`config.mk`:
```
export PLATFORM = sky130hd
export DESIGN_NAME = bus_pin_otp_top
export DESIGN_NICKNAME = d
export VERILOG_FILES = /design/src/bus_pin_pkg.sv /design/src/bus_pin_cond.sv /design/src/bus_pin_otp_top.sv
export SDC_FILE = /design/constraint.sdc
export NUM_CORES = 1
export LEC_CHECK = 0
export ABC_AREA = 1
export BUFFER_PORTS_ARGS = -buffer_cell sky130_fd_sc_hd__buf_2
export CAP_MARGIN = 20
export CORE_MARGIN = 8
export CORE_UTILIZATION = 44
export CTS_CLUSTER_SIZE = 30
export DETAILED_ROUTE_END_ITERATION = 6
export GPL_TIMING_DRIVEN = 0
export PLACE_DENSITY_LB_ADDON = 0.3
export SYNTH_ARGS = -nofsm -noshare
export SYNTH_HDL_FRONTEND = slang
export SYNTH_SLANG_ARGS = --single-unit
```
`constraint.sdc`:
```
create_clock -name I_SYS_CLK -period 5.87 [get_ports I_SYS_CLK]
set_input_delay 0 -clock I_SYS_CLK [delete_from_list [all_inputs] [get_ports I_SYS_CLK]]
set_output_delay 0 -clock I_SYS_CLK [all_outputs]
set_load 0.1 [all_outputs]
```
`src/bus_pin_pkg.sv`:
```
// Package: offsets, field layouts and reset values for the status pin block
package bus_pin_pkg;

  // ----------------------------------------------------------------
  // Status control register
  // ----------------------------------------------------------------
  localparam logic [11:0] STAT_CTRL_OFFSET = 12'h262; // Word address
  localparam int DRV_A_LSB = 0;       // Pin a drive type field
  localparam int SEL_A_LSB = 2;       // Pin a condition select field
  localparam int LVL_A_BIT = 5;       // Pin a level readback
  localparam int DRV_B_LSB = 8;       // Pin b drive type field
  localparam int SEL_B_LSB = 10;      // Pin b condition select field
  localparam int LVL_B_BIT = 13;      // Pin b level readback
  localparam logic [1:0] DRV_RESET = 2'h2;  // Drive field reset value
  localparam logic [2:0] SEL_RESET = 3'h0;  // Select field reset value

  // Drive type codes
  localparam logic [1:0] DRV_OPEN_DRAIN = 2'h1;
  localparam logic [1:0] DRV_PUSH_PULL = 2'h2;

  // ----------------------------------------------------------------
  // Configuration memory map
  // ----------------------------------------------------------------
  localparam int OTP_WORDS = 32;      // Locations 0x00 to 0x1f
  localparam int OTP_AW = 5;          // Address width
  localparam int OTP_DW = 8;          // Every location is one byte
  localparam logic [7:0] OTP_RESET = 8'h00; // Unprogrammed value
  localparam logic [4:0] OTP_HW_LOCK_CFG = 5'h00;
  localparam int LOCK_BIT = 6;        // Global write lock position
  localparam logic [4:0] OTP_OVR_FIRST = 5'h07; // Class override span
  localparam logic [4:0] OTP_OVR_LAST = 5'h11;
  localparam logic [4:0] OTP_VENDOR_LOW = 5'h12;
  localparam logic [4:0] OTP_VENDOR_HIGH = 5'h13;
  localparam logic [4:0] OTP_PRODUCT_LOW = 5'h14;
  localparam logic [4:0] OTP_PRODUCT_HIGH = 5'h15;
  localparam logic [4:0] OTP_POWER_BUDGET = 5'h16;
  localparam logic [4:0] OTP_WAKE_ATTRS = 5'h17;
  localparam logic [4:0] OTP_RELEASE_HIGH = 5'h18;
  localparam logic [4:0] OTP_RELEASE_LOW = 5'h19;
  localparam logic [4:0] OTP_PURGE = 5'h1a;
  localparam logic [4:0] OTP_COMMIT_A = 5'h1d;
  localparam logic [4:0] OTP_COMMIT_B = 5'h1e;

  // Commit bit positions in the 16-bit commit word {b, a}
  localparam int CB_VENDOR = 8;
  localparam int CB_PRODUCT = 9;
  localparam int CB_POWER = 10;
  localparam int CB_ATTRS = 11;
  localparam int CB_RELEASE = 12;
  localparam int CB_PURGE = 13;
  localparam int CB_NONE = 16;        // Location has no commit bit

  // Power budget above this (units of 2 mA) means high power
  localparam logic [7:0] LOW_POWER_MAX = 8'h32;

endpackage : bus_pin_pkg

```
`src/bus_pin_cond.sv`:
```
// One status pin: condition decode, polarity and drive type
module bus_pin_cond
#(
  parameter bit PIN_B = 1'b0          // Selects the code-000/100 polarity
)
(
  // Clock and reset
  input wire logic i_clk,
  input wire logic i_nrst,
  // Field settings
  input wire logic [2:0] i_sel,
  input wire logic [1:0] i_drive,
  // Bus state
  input wire logic i_suspend,
  input wire logic i_bus_reset,
  input wire logic i_configured,
  input wire logic i_high_power,
  // Pin drive
  output logic o_pin,
  output logic o_pin_oe
);
  import bus_pin_pkg::*;

  logic cond;       // Selected condition is present
  logic act_high;   // Asserted level of the pin
  logic level;      // Level the pin should show

  // ----------------------------------------------------------------
  // Condition decode, shared by both halves of the select code
  // ----------------------------------------------------------------
  always_comb
  begin
    unique case (i_sel[1:0])
      2'h0: cond = i_suspend | i_bus_reset;
      2'h1: cond = i_suspend;
      // Low power: suspend only; high power adds unconfigured
      2'h2: cond = i_suspend | (i_high_power & ~i_configured);
      default: cond = i_bus_reset;
    endcase
  end

  // Pin a asserts low on 000; pin b asserts high on 100
  assign act_high = PIN_B ? (i_sel != 3'h5 && i_sel != 3'h6 &&
                             i_sel != 3'h7)
                          : (i_sel != 3'h0 && !i_sel[2]);
  assign level = cond ? act_high : ~act_high;

  // ----------------------------------------------------------------
  // Registered drive, one clock after any input change
  // ----------------------------------------------------------------
  always_ff @(posedge i_clk)
  begin
    if (!i_nrst)
    begin
      // Released until the first decode
      o_pin <= 1'b0;
      o_pin_oe <= 1'b0;
    end
    else if (i_drive == DRV_PUSH_PULL)
    begin
      o_pin <= level;
      o_pin_oe <= 1'b1;
    end
    else if (i_drive == DRV_OPEN_DRAIN)
    begin
      // Only ever pulls low; high comes from the pull-up
      o_pin <= 1'b0;
      o_pin_oe <= ~level;
    end
    else
    begin
      // Invalid drive codes leave the pin released
      o_pin <= 1'b0;
      o_pin_oe <= 1'b0;
    end
  end

endmodule : bus_pin_cond

```
`src/bus_pin_otp_top.sv`:
```
// Top: status pin control register and one-time configuration memory
module bus_pin_otp_top
(
  // Clock and reset
  input wire logic I_SYS_CLK,
  input wire logic I_NRST,
  // Register port
  input wire logic I_REG_WR,
  input wire logic I_REG_RD,
  input wire logic [11:0] I_REG_ADDR,
  input wire logic [15:0] I_REG_WDATA,
  output logic [15:0] O_REG_RDATA,
  // Configuration memory port
  input wire logic I_OTP_PROG,
  input wire logic I_OTP_RD,
  input wire logic [bus_pin_pkg::OTP_AW-1:0] I_OTP_ADDR,
  input wire logic [bus_pin_pkg::OTP_DW-1:0] I_OTP_WDATA,
  output logic [bus_pin_pkg::OTP_DW-1:0] O_OTP_RDATA,
  output logic O_OTP_REFUSED,
  // Bus state from the device core
  input wire logic I_SUSPEND,
  input wire logic I_BUS_RESET,
  input wire logic I_CONFIGURED,
  // Status pins
  input wire logic I_PIN_A,
  output logic O_PIN_A,
  output logic O_PIN_A_OE,
  input wire logic I_PIN_B,
  output logic O_PIN_B,
  output logic O_PIN_B_OE,
  // Effective configuration
  output logic [15:0] O_VENDOR_CODE,
  output logic [15:0] O_PRODUCT_CODE,
  output logic O_HIGH_POWER
);
  import bus_pin_pkg::*;

  // ----------------------------------------------------------------
  // Declarations
  // ----------------------------------------------------------------
  logic [1:0] pin_a_drive_type;        // Pin a drive field
  logic [2:0] pin_a_condition_select;  // Pin a condition field
  logic [1:0] pin_b_drive_type;        // Pin b drive field
  logic [2:0] pin_b_condition_select;  // Pin b condition field
  logic [2:0] sync_a;                  // Pin a input synchroniser
  logic [2:0] sync_b;                  // Pin b input synchroniser
  logic pin_a_level_readback;          // Filtered pin a level
  logic pin_b_level_readback;          // Filtered pin b level
  logic [OTP_DW-1:0] otp_mem [OTP_WORDS]; // Memory array
  logic otp_global_write_lock;         // Lock bit of location 0
  logic [15:0] commit;                 // Both commit bytes
  logic [7:0] field_commit_bits_low;   // Commit byte a
  logic [7:0] field_commit_bits_high;  // Commit byte b
  logic prog_ok;                       // Programming accepted
  logic [4:0] prog_field;              // Commit index of target
  logic [15:0] stat_word;              // Status register image
  logic [7:0] eff_power;               // Effective power budget
  logic high_power;                    // Device draws over 100 mA

  // ----------------------------------------------------------------
  // Status control register writes
  // ----------------------------------------------------------------
  // Reserved and readback bits are simply not stored
  always_ff @(posedge I_SYS_CLK)
  begin
    if (!I_NRST)
    begin
      pin_a_drive_type <= DRV_RESET;
      pin_b_drive_type <= DRV_RESET;
      pin_a_condition_select <= SEL_RESET;
      pin_b_condition_select <= SEL_RESET;
    end
    else if (I_REG_WR && I_REG_ADDR == STAT_CTRL_OFFSET)
    begin
      // Bits 7:6 dropped whatever software writes
      pin_a_drive_type <= I_REG_WDATA[DRV_A_LSB +: 2];
      pin_a_condition_select <= I_REG_WDATA[SEL_A_LSB +: 3];
      pin_b_drive_type <= I_REG_WDATA[DRV_B_LSB +: 2];
      pin_b_condition_select <= I_REG_WDATA[SEL_B_LSB +: 3];
    end
  end

  // ----------------------------------------------------------------
  // Pin level readback
  // ----------------------------------------------------------------
  // Three stages; the level moves once stages two and three agree
  always_ff @(posedge I_SYS_CLK)
  begin
    if (!I_NRST)
    begin
      sync_a <= 3'h0;
      sync_b <= 3'h0;
      pin_a_level_readback <= 1'b0;
      pin_b_level_readback <= 1'b0;
    end
    else
    begin
      sync_a <= {sync_a[1:0], I_PIN_A};
      sync_b <= {sync_b[1:0], I_PIN_B};
      if (sync_a[1] == sync_a[2])
      begin
        pin_a_level_readback <= sync_a[2];
      end
      if (sync_b[1] == sync_b[2])
      begin
        pin_b_level_readback <= sync_b[2];
      end
    end
  end

  // Register image; reserved bits always read zero
  always_comb
  begin
    stat_word = 16'h0000;
    stat_word[DRV_A_LSB +: 2] = pin_a_drive_type;
    stat_word[SEL_A_LSB +: 3] = pin_a_condition_select;
    stat_word[LVL_A_BIT] = pin_a_level_readback;
    stat_word[DRV_B_LSB +: 2] = pin_b_drive_type;
    stat_word[SEL_B_LSB +: 3] = pin_b_condition_select;
    stat_word[LVL_B_BIT] = pin_b_level_readback;
  end

  // Read data one clock after the strobe; unmapped reads zero
  always_ff @(posedge I_SYS_CLK)
  begin
    if (!I_NRST)
    begin
      O_REG_RDATA <= 16'h0000;
    end
    else if (I_REG_RD)
    begin
      O_REG_RDATA <= (I_REG_ADDR == STAT_CTRL_OFFSET) ? stat_word
                                                      : 16'h0000;
    end
  end

  // ----------------------------------------------------------------
  // Pin drivers, one per pin
  // ----------------------------------------------------------------
  // Each pin re-decodes its field every clock
  bus_pin_cond #(.PIN_B(1'b0)) u_pin_a
  (
    .i_clk(I_SYS_CLK),
    .i_nrst(I_NRST),
    .i_sel(pin_a_condition_select),
    .i_drive(pin_a_drive_type),
    .i_suspend(I_SUSPEND),
    .i_bus_reset(I_BUS_RESET),
    .i_configured(I_CONFIGURED),
    .i_high_power(high_power),
    .o_pin(O_PIN_A),
    .o_pin_oe(O_PIN_A_OE)
  );

  bus_pin_cond #(.PIN_B(1'b1)) u_pin_b
  (
    .i_clk(I_SYS_CLK),
    .i_nrst(I_NRST),
    .i_sel(pin_b_condition_select),
    .i_drive(pin_b_drive_type),
    .i_suspend(I_SUSPEND),
    .i_bus_reset(I_BUS_RESET),
    .i_configured(I_CONFIGURED),
    .i_high_power(high_power),
    .o_pin(O_PIN_B),
    .o_pin_oe(O_PIN_B_OE)
  );

  // ----------------------------------------------------------------
  // Configuration memory control
  // ----------------------------------------------------------------
  assign otp_global_write_lock = otp_mem[OTP_HW_LOCK_CFG][LOCK_BIT];
  assign field_commit_bits_low = otp_mem[OTP_COMMIT_A];
  assign field_commit_bits_high = otp_mem[OTP_COMMIT_B];
  assign commit = {field_commit_bits_high, field_commit_bits_low};

  // Commit bit that guards the addressed location
  always_comb
  begin
    unique case (I_OTP_ADDR)
      OTP_VENDOR_LOW, OTP_VENDOR_HIGH: prog_field = 5'(CB_VENDOR);
      OTP_PRODUCT_LOW, OTP_PRODUCT_HIGH: prog_field = 5'(CB_PRODUCT);
      OTP_POWER_BUDGET: prog_field = 5'(CB_POWER);
      OTP_WAKE_ATTRS: prog_field = 5'(CB_ATTRS);
      OTP_RELEASE_HIGH, OTP_RELEASE_LOW: prog_field = 5'(CB_RELEASE);
      OTP_PURGE: prog_field = 5'(CB_PURGE);
      default: prog_field = 5'(CB_NONE);
    endcase
  end

  // Lock refuses everything; a committed field refuses change
  assign prog_ok = !otp_global_write_lock &&
                   (prog_field == 5'(CB_NONE) ||
                    !commit[prog_field[3:0]]);

  // Programming only ever sets bits; zeros never come back
  always_ff @(posedge I_SYS_CLK)
  begin
    if (!I_NRST)
    begin
      // Volatile model: all cells start unprogrammed
      for (int i = 0; i < OTP_WORDS; i++)
      begin
        otp_mem[i] <= OTP_RESET;
      end
    end
    else if (I_OTP_PROG && prog_ok)
    begin
      // Byte-wide location
      otp_mem[I_OTP_ADDR] <= otp_mem[I_OTP_ADDR] | I_OTP_WDATA;
    end
  end

  // Read data and refusal flag, one clock after the strobe
  always_ff @(posedge I_SYS_CLK)
  begin
    if (!I_NRST)
    begin
      O_OTP_RDATA <= OTP_RESET;
      O_OTP_REFUSED <= 1'b0;
    end
    else
    begin
      O_OTP_REFUSED <= I_OTP_PROG && !prog_ok;
      if (I_OTP_RD)
      begin
        O_OTP_RDATA <= otp_mem[I_OTP_ADDR];
      end
    end
  end

  // ----------------------------------------------------------------
  // Effective fields: zero until committed
  // ----------------------------------------------------------------
  // Trade-off: an uncommitted field is invisible even if written
  always_ff @(posedge I_SYS_CLK)
  begin
    if (!I_NRST)
    begin
      O_VENDOR_CODE <= 16'h0000;
      O_PRODUCT_CODE <= 16'h0000;
    end
    else
    begin
      O_VENDOR_CODE <= commit[CB_VENDOR] ?
        {otp_mem[OTP_VENDOR_HIGH], otp_mem[OTP_VENDOR_LOW]} : 16'h0000;
      O_PRODUCT_CODE <= commit[CB_PRODUCT] ?
        {otp_mem[OTP_PRODUCT_HIGH], otp_mem[OTP_PRODUCT_LOW]} : 16'h0000;
    end
  end

  // Power class feeds the select-010 and select-110 decode
  assign eff_power = commit[CB_POWER] ? otp_mem[OTP_POWER_BUDGET]
                                      : 8'h00;
  assign high_power = eff_power > LOW_POWER_MAX;

  always_ff @(posedge I_SYS_CLK)
  begin
    if (!I_NRST)
    begin
      O_HIGH_POWER <= 1'b0;
    end
    else
    begin
      O_HIGH_POWER <= high_power;
    end
  end

  // Pin a level expected for the present field and bus state
  logic exp_a;
  always_comb
  begin
    unique case (pin_a_condition_select)
      3'h0: exp_a = ~(I_SUSPEND | I_BUS_RESET);
      3'h1: exp_a = I_SUSPEND;
      3'h2: exp_a = I_SUSPEND | (high_power & ~I_CONFIGURED);
      3'h3: exp_a = I_BUS_RESET;
      3'h4: exp_a = ~(I_SUSPEND | I_BUS_RESET);
      3'h5: exp_a = ~I_SUSPEND;
      3'h6: exp_a = ~(I_SUSPEND | (high_power & ~I_CONFIGURED));
      default: exp_a = ~I_BUS_RESET;
    endcase
  end
endmodule : bus_pin_otp_top

```
# Word-level counts from Yosys, hierarchy flattened
# Memories as Yosys holds them, arrays and structs flattened. A register that Yosys moved wholly into a read port is not among the register bits.
# Cells that the tools add are included.
[classes] eq_ne=15 bitwise_logic=9 reduce_logical=24 n_mux=19 order_cmp=2
[op_table] cell="8-bit 2-to-1 mux" n=2
[op_table] cell="14-bit 2-to-1 mux" n=1
[op_table] cell="12-bit by 10-bit equality test with 1-bit output, second input constant" n=1
[op_table] cell="1-bit 2-to-1 mux" n=12
[op_table] cell="3-bit inequality test, second input constant" n=3
[op_table] cell="2-bit by 1-bit equality test with 1-bit output, second input constant" n=4
[op_table] cell="2-bit equality test, second input constant" n=4
[op_table] cell="8-bit by 6-bit greater-than comparator with 1-bit output, second input constant" n=1
[op_table] cell="1-bit zero test" n=8
[op_table] cell="8-bit OR" n=1
[op_table] cell="2-bit AND reduction" n=4
[op_table] cell="8-bit OR reduction" n=1
[op_table] cell="1-bit logical AND" n=7
[op_table] cell="1-bit case mux with 3 select lines" n=2
[op_table] cell="5-bit equality test, second input constant" n=1
[op_table] cell="4-bit by 5-bit less-than comparator with 1-bit output, second input constant" n=1
[op_table] cell="5-bit 2-to-1 mux" n=1
[op_table] cell="1-bit NOT" n=5
[op_table] cell="1-bit binary-select mux with 4-bit select" n=1
[op_table] cell="2-bit zero test" n=2
[op_table] cell="3-bit nonzero test" n=1
[op_table] cell="1-bit equality test" n=2
[op_table] cell="1-bit OR" n=2
[op_table] cell="1-bit AND" n=1
[op_table] cell="1-bit logical OR" n=1
[word_totals] wordCells=87 output_inout_bits=62 regBits=48 mem_bits_ro=160 mem_bits_rw=256 input_bits=52 mem_count=2
[memory_table] memory="otp_mem" depth=32 width=8 rd=9 rd_ports_with_merged_regs=4 write_ports=32 line_no="bus_pin_otp_top.sv:49" source="logic [OTP_DW-1:0] otp_mem [OTP_WORDS];"
[memory_table] memory="(name not given)" depth=32 width=5 rd=1 rd_ports_with_merged_regs=0 write_ports=0 line_no="bus_pin_otp_top.sv:180" source="unique case (I_OTP_ADDR)"

# Depth between registers and ports, before layout
# An unclocked memory read counts as a cell.
[logic_depth] word_depth=12 mapped_depth=14

# Hierarchy
# Synthesis repeated with hierarchy kept, for this count alone.
[unflattened] cells_unflattened=1551 area_unflattened_um2=15095.7
[by_module_without_submodules] module="bus_pin_otp_top" instances=1 area_each_um2=14821.7 cells_per_inst=1503 seq_area_each_um2=9128.8
[by_module_without_submodules] module="bus_pin_cond (u_pin_b)" instances=1 area_each_um2=137.6 cells_per_inst=24 seq_area_each_um2=40.0
[by_module_without_submodules] module="bus_pin_cond (u_pin_a)" instances=1 area_each_um2=136.4 cells_per_inst=24 seq_area_each_um2=40.0

# Worst setup path after synthesis
# No wires, ideal clock.
[synth_timing] path_type="input to register" startpoint="input I_OTP_ADDR[4] (netlist bit)" endpoint="memory otp_mem[1][0], enable pin" cell_stages=9 setup_ps=384 setup_slack_ps=3675 arrival_ps=1811 required_ps=5486 path_cell_list="buf_2 nand3_1 inv_2 buf_2 a211oi_1 a21oi_1 nand2_2 nand4_1 o21ai_0"
[synth_rtl] item="from (decl)" line_no="bus_pin_otp_top.sv:16" source="input wire logic [bus_pin_pkg::OTP_AW-1:0] I_OTP_ADDR,"
[synth_rtl] item="to (decl)" line_no="bus_pin_otp_top.sv:49"

==> reports/metrics.cfg <==
[clock_tree]
clock_latency_ns = 0.53
clock_path_buffers = 3
root_buffer = clkbuf_16
path_clk_slew_ns = 0.06
cts_buffers = 36
cts_sinks = 332
post_cts_buffers = 0
cts_tree = yes
htreeDepth = 2

[min_path]
hp-class = input port to flip-flop
hold_depth = 3

[finish]
mostFrequentLayoutCells = nand2_1, edfxtp_1, nor2_1
post-route-util = 0.5296
layoutNonFillerInstCount = 2005
diodes = 0
final_common_cell = nand2_1
nets = 1628
syn_to_final_growth_pct = 18.31
drive_gt1_frac = 0.1560
final_area_mm2 = 0.01675
fillers = 2804

[worst_setup_path]
slowest_stage = o21ai_0
cp_common_cell = nand3b_1
reg2reg_depth = 6
critPathRequiredTime_ns = 6.00
max_stage_delay_ns = 1.02
cp.arrival_ns = 2.97
worst_setup_path_start_kind = flip-flop
cp_num_buf_inv = 0
cp_cell_sequence = nand3b_1, nand3_1, nand3b_1, nand2_2, nand4_1, o21ai_0
worstPathMaxFanout = 9
crit_path_end_kind = flip-flop
crit_type = flip-flop to flip-flop
cp.depth = 6
cpLargestDelayFamily = compound AO/OA/AOI/OAI gates

[timing]
rsz0062_at_grt = false
fmaxAchievable_ghz = 0.3520
hold_viol_final = 0
setup_viol = 0
min_period_ns = 2.841
fin_worst_skew_ns = 0.02176
slew_headroom = 0.2383
tns_ns = 0
hold_slack_ns = 0.01329
worstMarginPinSlew_ns = 1.131
finalWorstSetupSlack_ns = 3.029
maxSlewViolCount = 0
timing.final.crit_share = 0.4840

[power]
ir_drop_v = 0.0001696
seqPwrFrac = 0.482
swShare = 0.2610
internal_power_mw = 4.044
pwr_density_cell_mw_per_mm2 = 326.6
total_power_mw = 5.471
p_comb_frac = 0.108
leakagePower_nw = 7.094
clkPwrFrac = 0.410
netSwitchingPower_mw = 1.428

[placed_design]
io_buffers = 98
dp.cells = 1896
dp_hpwl_mm = 32.00
dp_slack_ns = 2.674
gp_congestion = 0.9657
place_area_mm2 = 0.01519

[drt]
firstDrtPassIters = 5
wl_per_cell_um = 22.77
wirelength_mm = 45.66
ant_nets = 0
drtIter0Drc = 1432
drt_drc_violations_left = 0
vias = 11530
post_drt_via_cell_ratio = 5.752

[global_route]
antenna_found_initial = 0
track_usage = 0.2324
grt_pass1_vias = 11110
overflow = 0
grt_max_degree = 14
grt_pass1_wl_mm = 67.24

[floorplan]
die_x_um = 195.4
ios = 114
die_h_um = 195.4
rows = 65
dieArea_mm2 = 0.03818
start_util = 0.4477
core_area_mm2 = 0.03164

[yosys]
synthMuxAreaShare = 0
synth-adder-area-share = 0
avgSynthCellArea_um2 = 10.20
ys_warn_count = 0
synth_top_family_by_area = simple AND/OR/NAND/NOR gates
yosysUniqueCellTypes = 29
netlist_area_mm2 = 0.01416
synth.yosys.seq_area_share = 0.6502
synth-seq-cells = 332
synth-xor-area-share = 0.0006184
syn_inst = 1389
synth-simple-area-share = 0.2053
synth_compound_area_frac = 0.08861

[outcome]
status = complete, no violations

[flow_run]
drv_cap = 0

-- state kept, by name, indices dropped and copies added, names as in the netlist --
| name | count |
|---|---|
| pin_a_level_readback | 1 |
| O_PRODUCT_CODE | 16 |
| pin_b_drive_type | 2 |
| pin_b_condition_select | 3 |
| pin_a_condition_select | 3 |
| O_OTP_REFUSED | 1 |
| O_OTP_RDATA | 8 |
| sync_b | 3 |
| O_REG_RDATA | 12 |
| sync_a | 3 |
| u_pin_a.o_pin_oe | 1 |
| otp_mem | 256 |
| O_VENDOR_CODE | 16 |
| pin_b_level_readback | 1 |
| pin_a_drive_type | 2 |
| u_pin_a.o_pin | 1 |
| O_HIGH_POWER | 1 |
| u_pin_b.o_pin_oe | 1 |
| u_pin_b.o_pin | 1 |
-- cells by family (layout without fill, tap and decap cells) --
logic type | after synthesis | count (layout)
buf+inv | 182 | 393
xor+xnor | 1 | 1
simple gates | 681 | 681
compound gates | 192 | 192
other cells | 1 | 4
flops | 332 | 332
-- worst paths after layout --
kind	from	endpoint	slack, ns
min	I_OTP_WDATA[0]	otp_mem[21][0]	0.01
min reg2reg	sync_b[0]	sync_b[1]	0.41
max reg2reg	otp_mem[30][1]	otp_mem[27][6]	3.03
max	otp_mem[30][1]	otp_mem[27][6]	3.03
-- routing by layer --
metal	track usage	vias up	wire, um	share of wire
met3	0.05158	128	4812	0.11
met1	0.3009	5564	17920	0.39
met5	0	-	0	0
li1	-	5155	-	-
met2	0.3666	685	20780	0.46
met4	0.1109	0	2149	0.047
-- worst register-to-register path, cell delays in order (launching register included) --
cell	delay (ns)
edfxtp_1	0.49
nand3b_1	0.21
nand3_1	0.08
nand3b_1	0.09
nand2_2	0.19
nand4_1	0.38
o21ai_0	1.02
-- Yosys cell counts --
cell type	number	area, um^2
nor2_4	2	22.52
nand2_2	2	12.51
xor2_1	1	8.760
a22oi_1	115	863.3
buf_2	52	260.3
dfxtp_1	76	1521
clkbuf_1	33	123.9
o21ai_0	45	225.2
nor3_2	3	30.03
nand3_1	17	85.08
inv_2	5	18.77
buf_6	1	11.26
nand4_1	11	68.82
buf_1	5	18.77
clkinv_1	2	7.510
nor2_1	247	927.1
nor3_1	116	580.6
nor4_1	1	6.260
a21oi_1	30	150.1
inv_1	78	292.8
a211o_1	1	8.760
edfxtp_1	256	7687
a211oi_1	1	7.510
nand3b_1	7	52.55
buf_4	6	45.04
nand2_1	259	972.2
nor2_2	6	37.54
nand2_4	10	112.6
conb_1	1	3.750
-- power groups by stage --
| stage | clock network, mW | logic (mW) | registers, mW |
|---|---|---|---|
| 5_1_grt | 2.34 | 0.617 | 2.64 |
| 2_1_floorplan | 0 | 0.252 | 2.78 |
| 6_report | 2.24 | 0.592 | 2.64 |
| 3_3_place_gp | 0 | 0.550 | 2.68 |
| 3_5_place_dp | 0 | 0.556 | 2.69 |
| 4_1_cts | 2.25 | 0.575 | 2.64 |
-- final cells by class --
cell class / count / area, um^2 / area share
Inverter: 85 / 319.1 / 0.01904
Tap cell: 402 / 503.0 / 0.03002
Timing Repair Buffer: 146 / 918.4 / 0.05481
Buffer: 97 / 459.2 / 0.02741
Sequential cell: 332 / 9209 / 0.5496
Clock inverter: 19 / 178.9 / 0.01068
Multi-Input combinational cell: 878 / 4187 / 0.2499
Clock buffer: 46 / 980.9 / 0.05855
-- timing repair --
item                                    4_1_cts  5_1_grt
resized for setup                             0        0
hold endpoints to repair                     46        0
hold buffers                                 34        0
endpoints found under the setup margin        0        0
(Power assumes the default switching activity.)
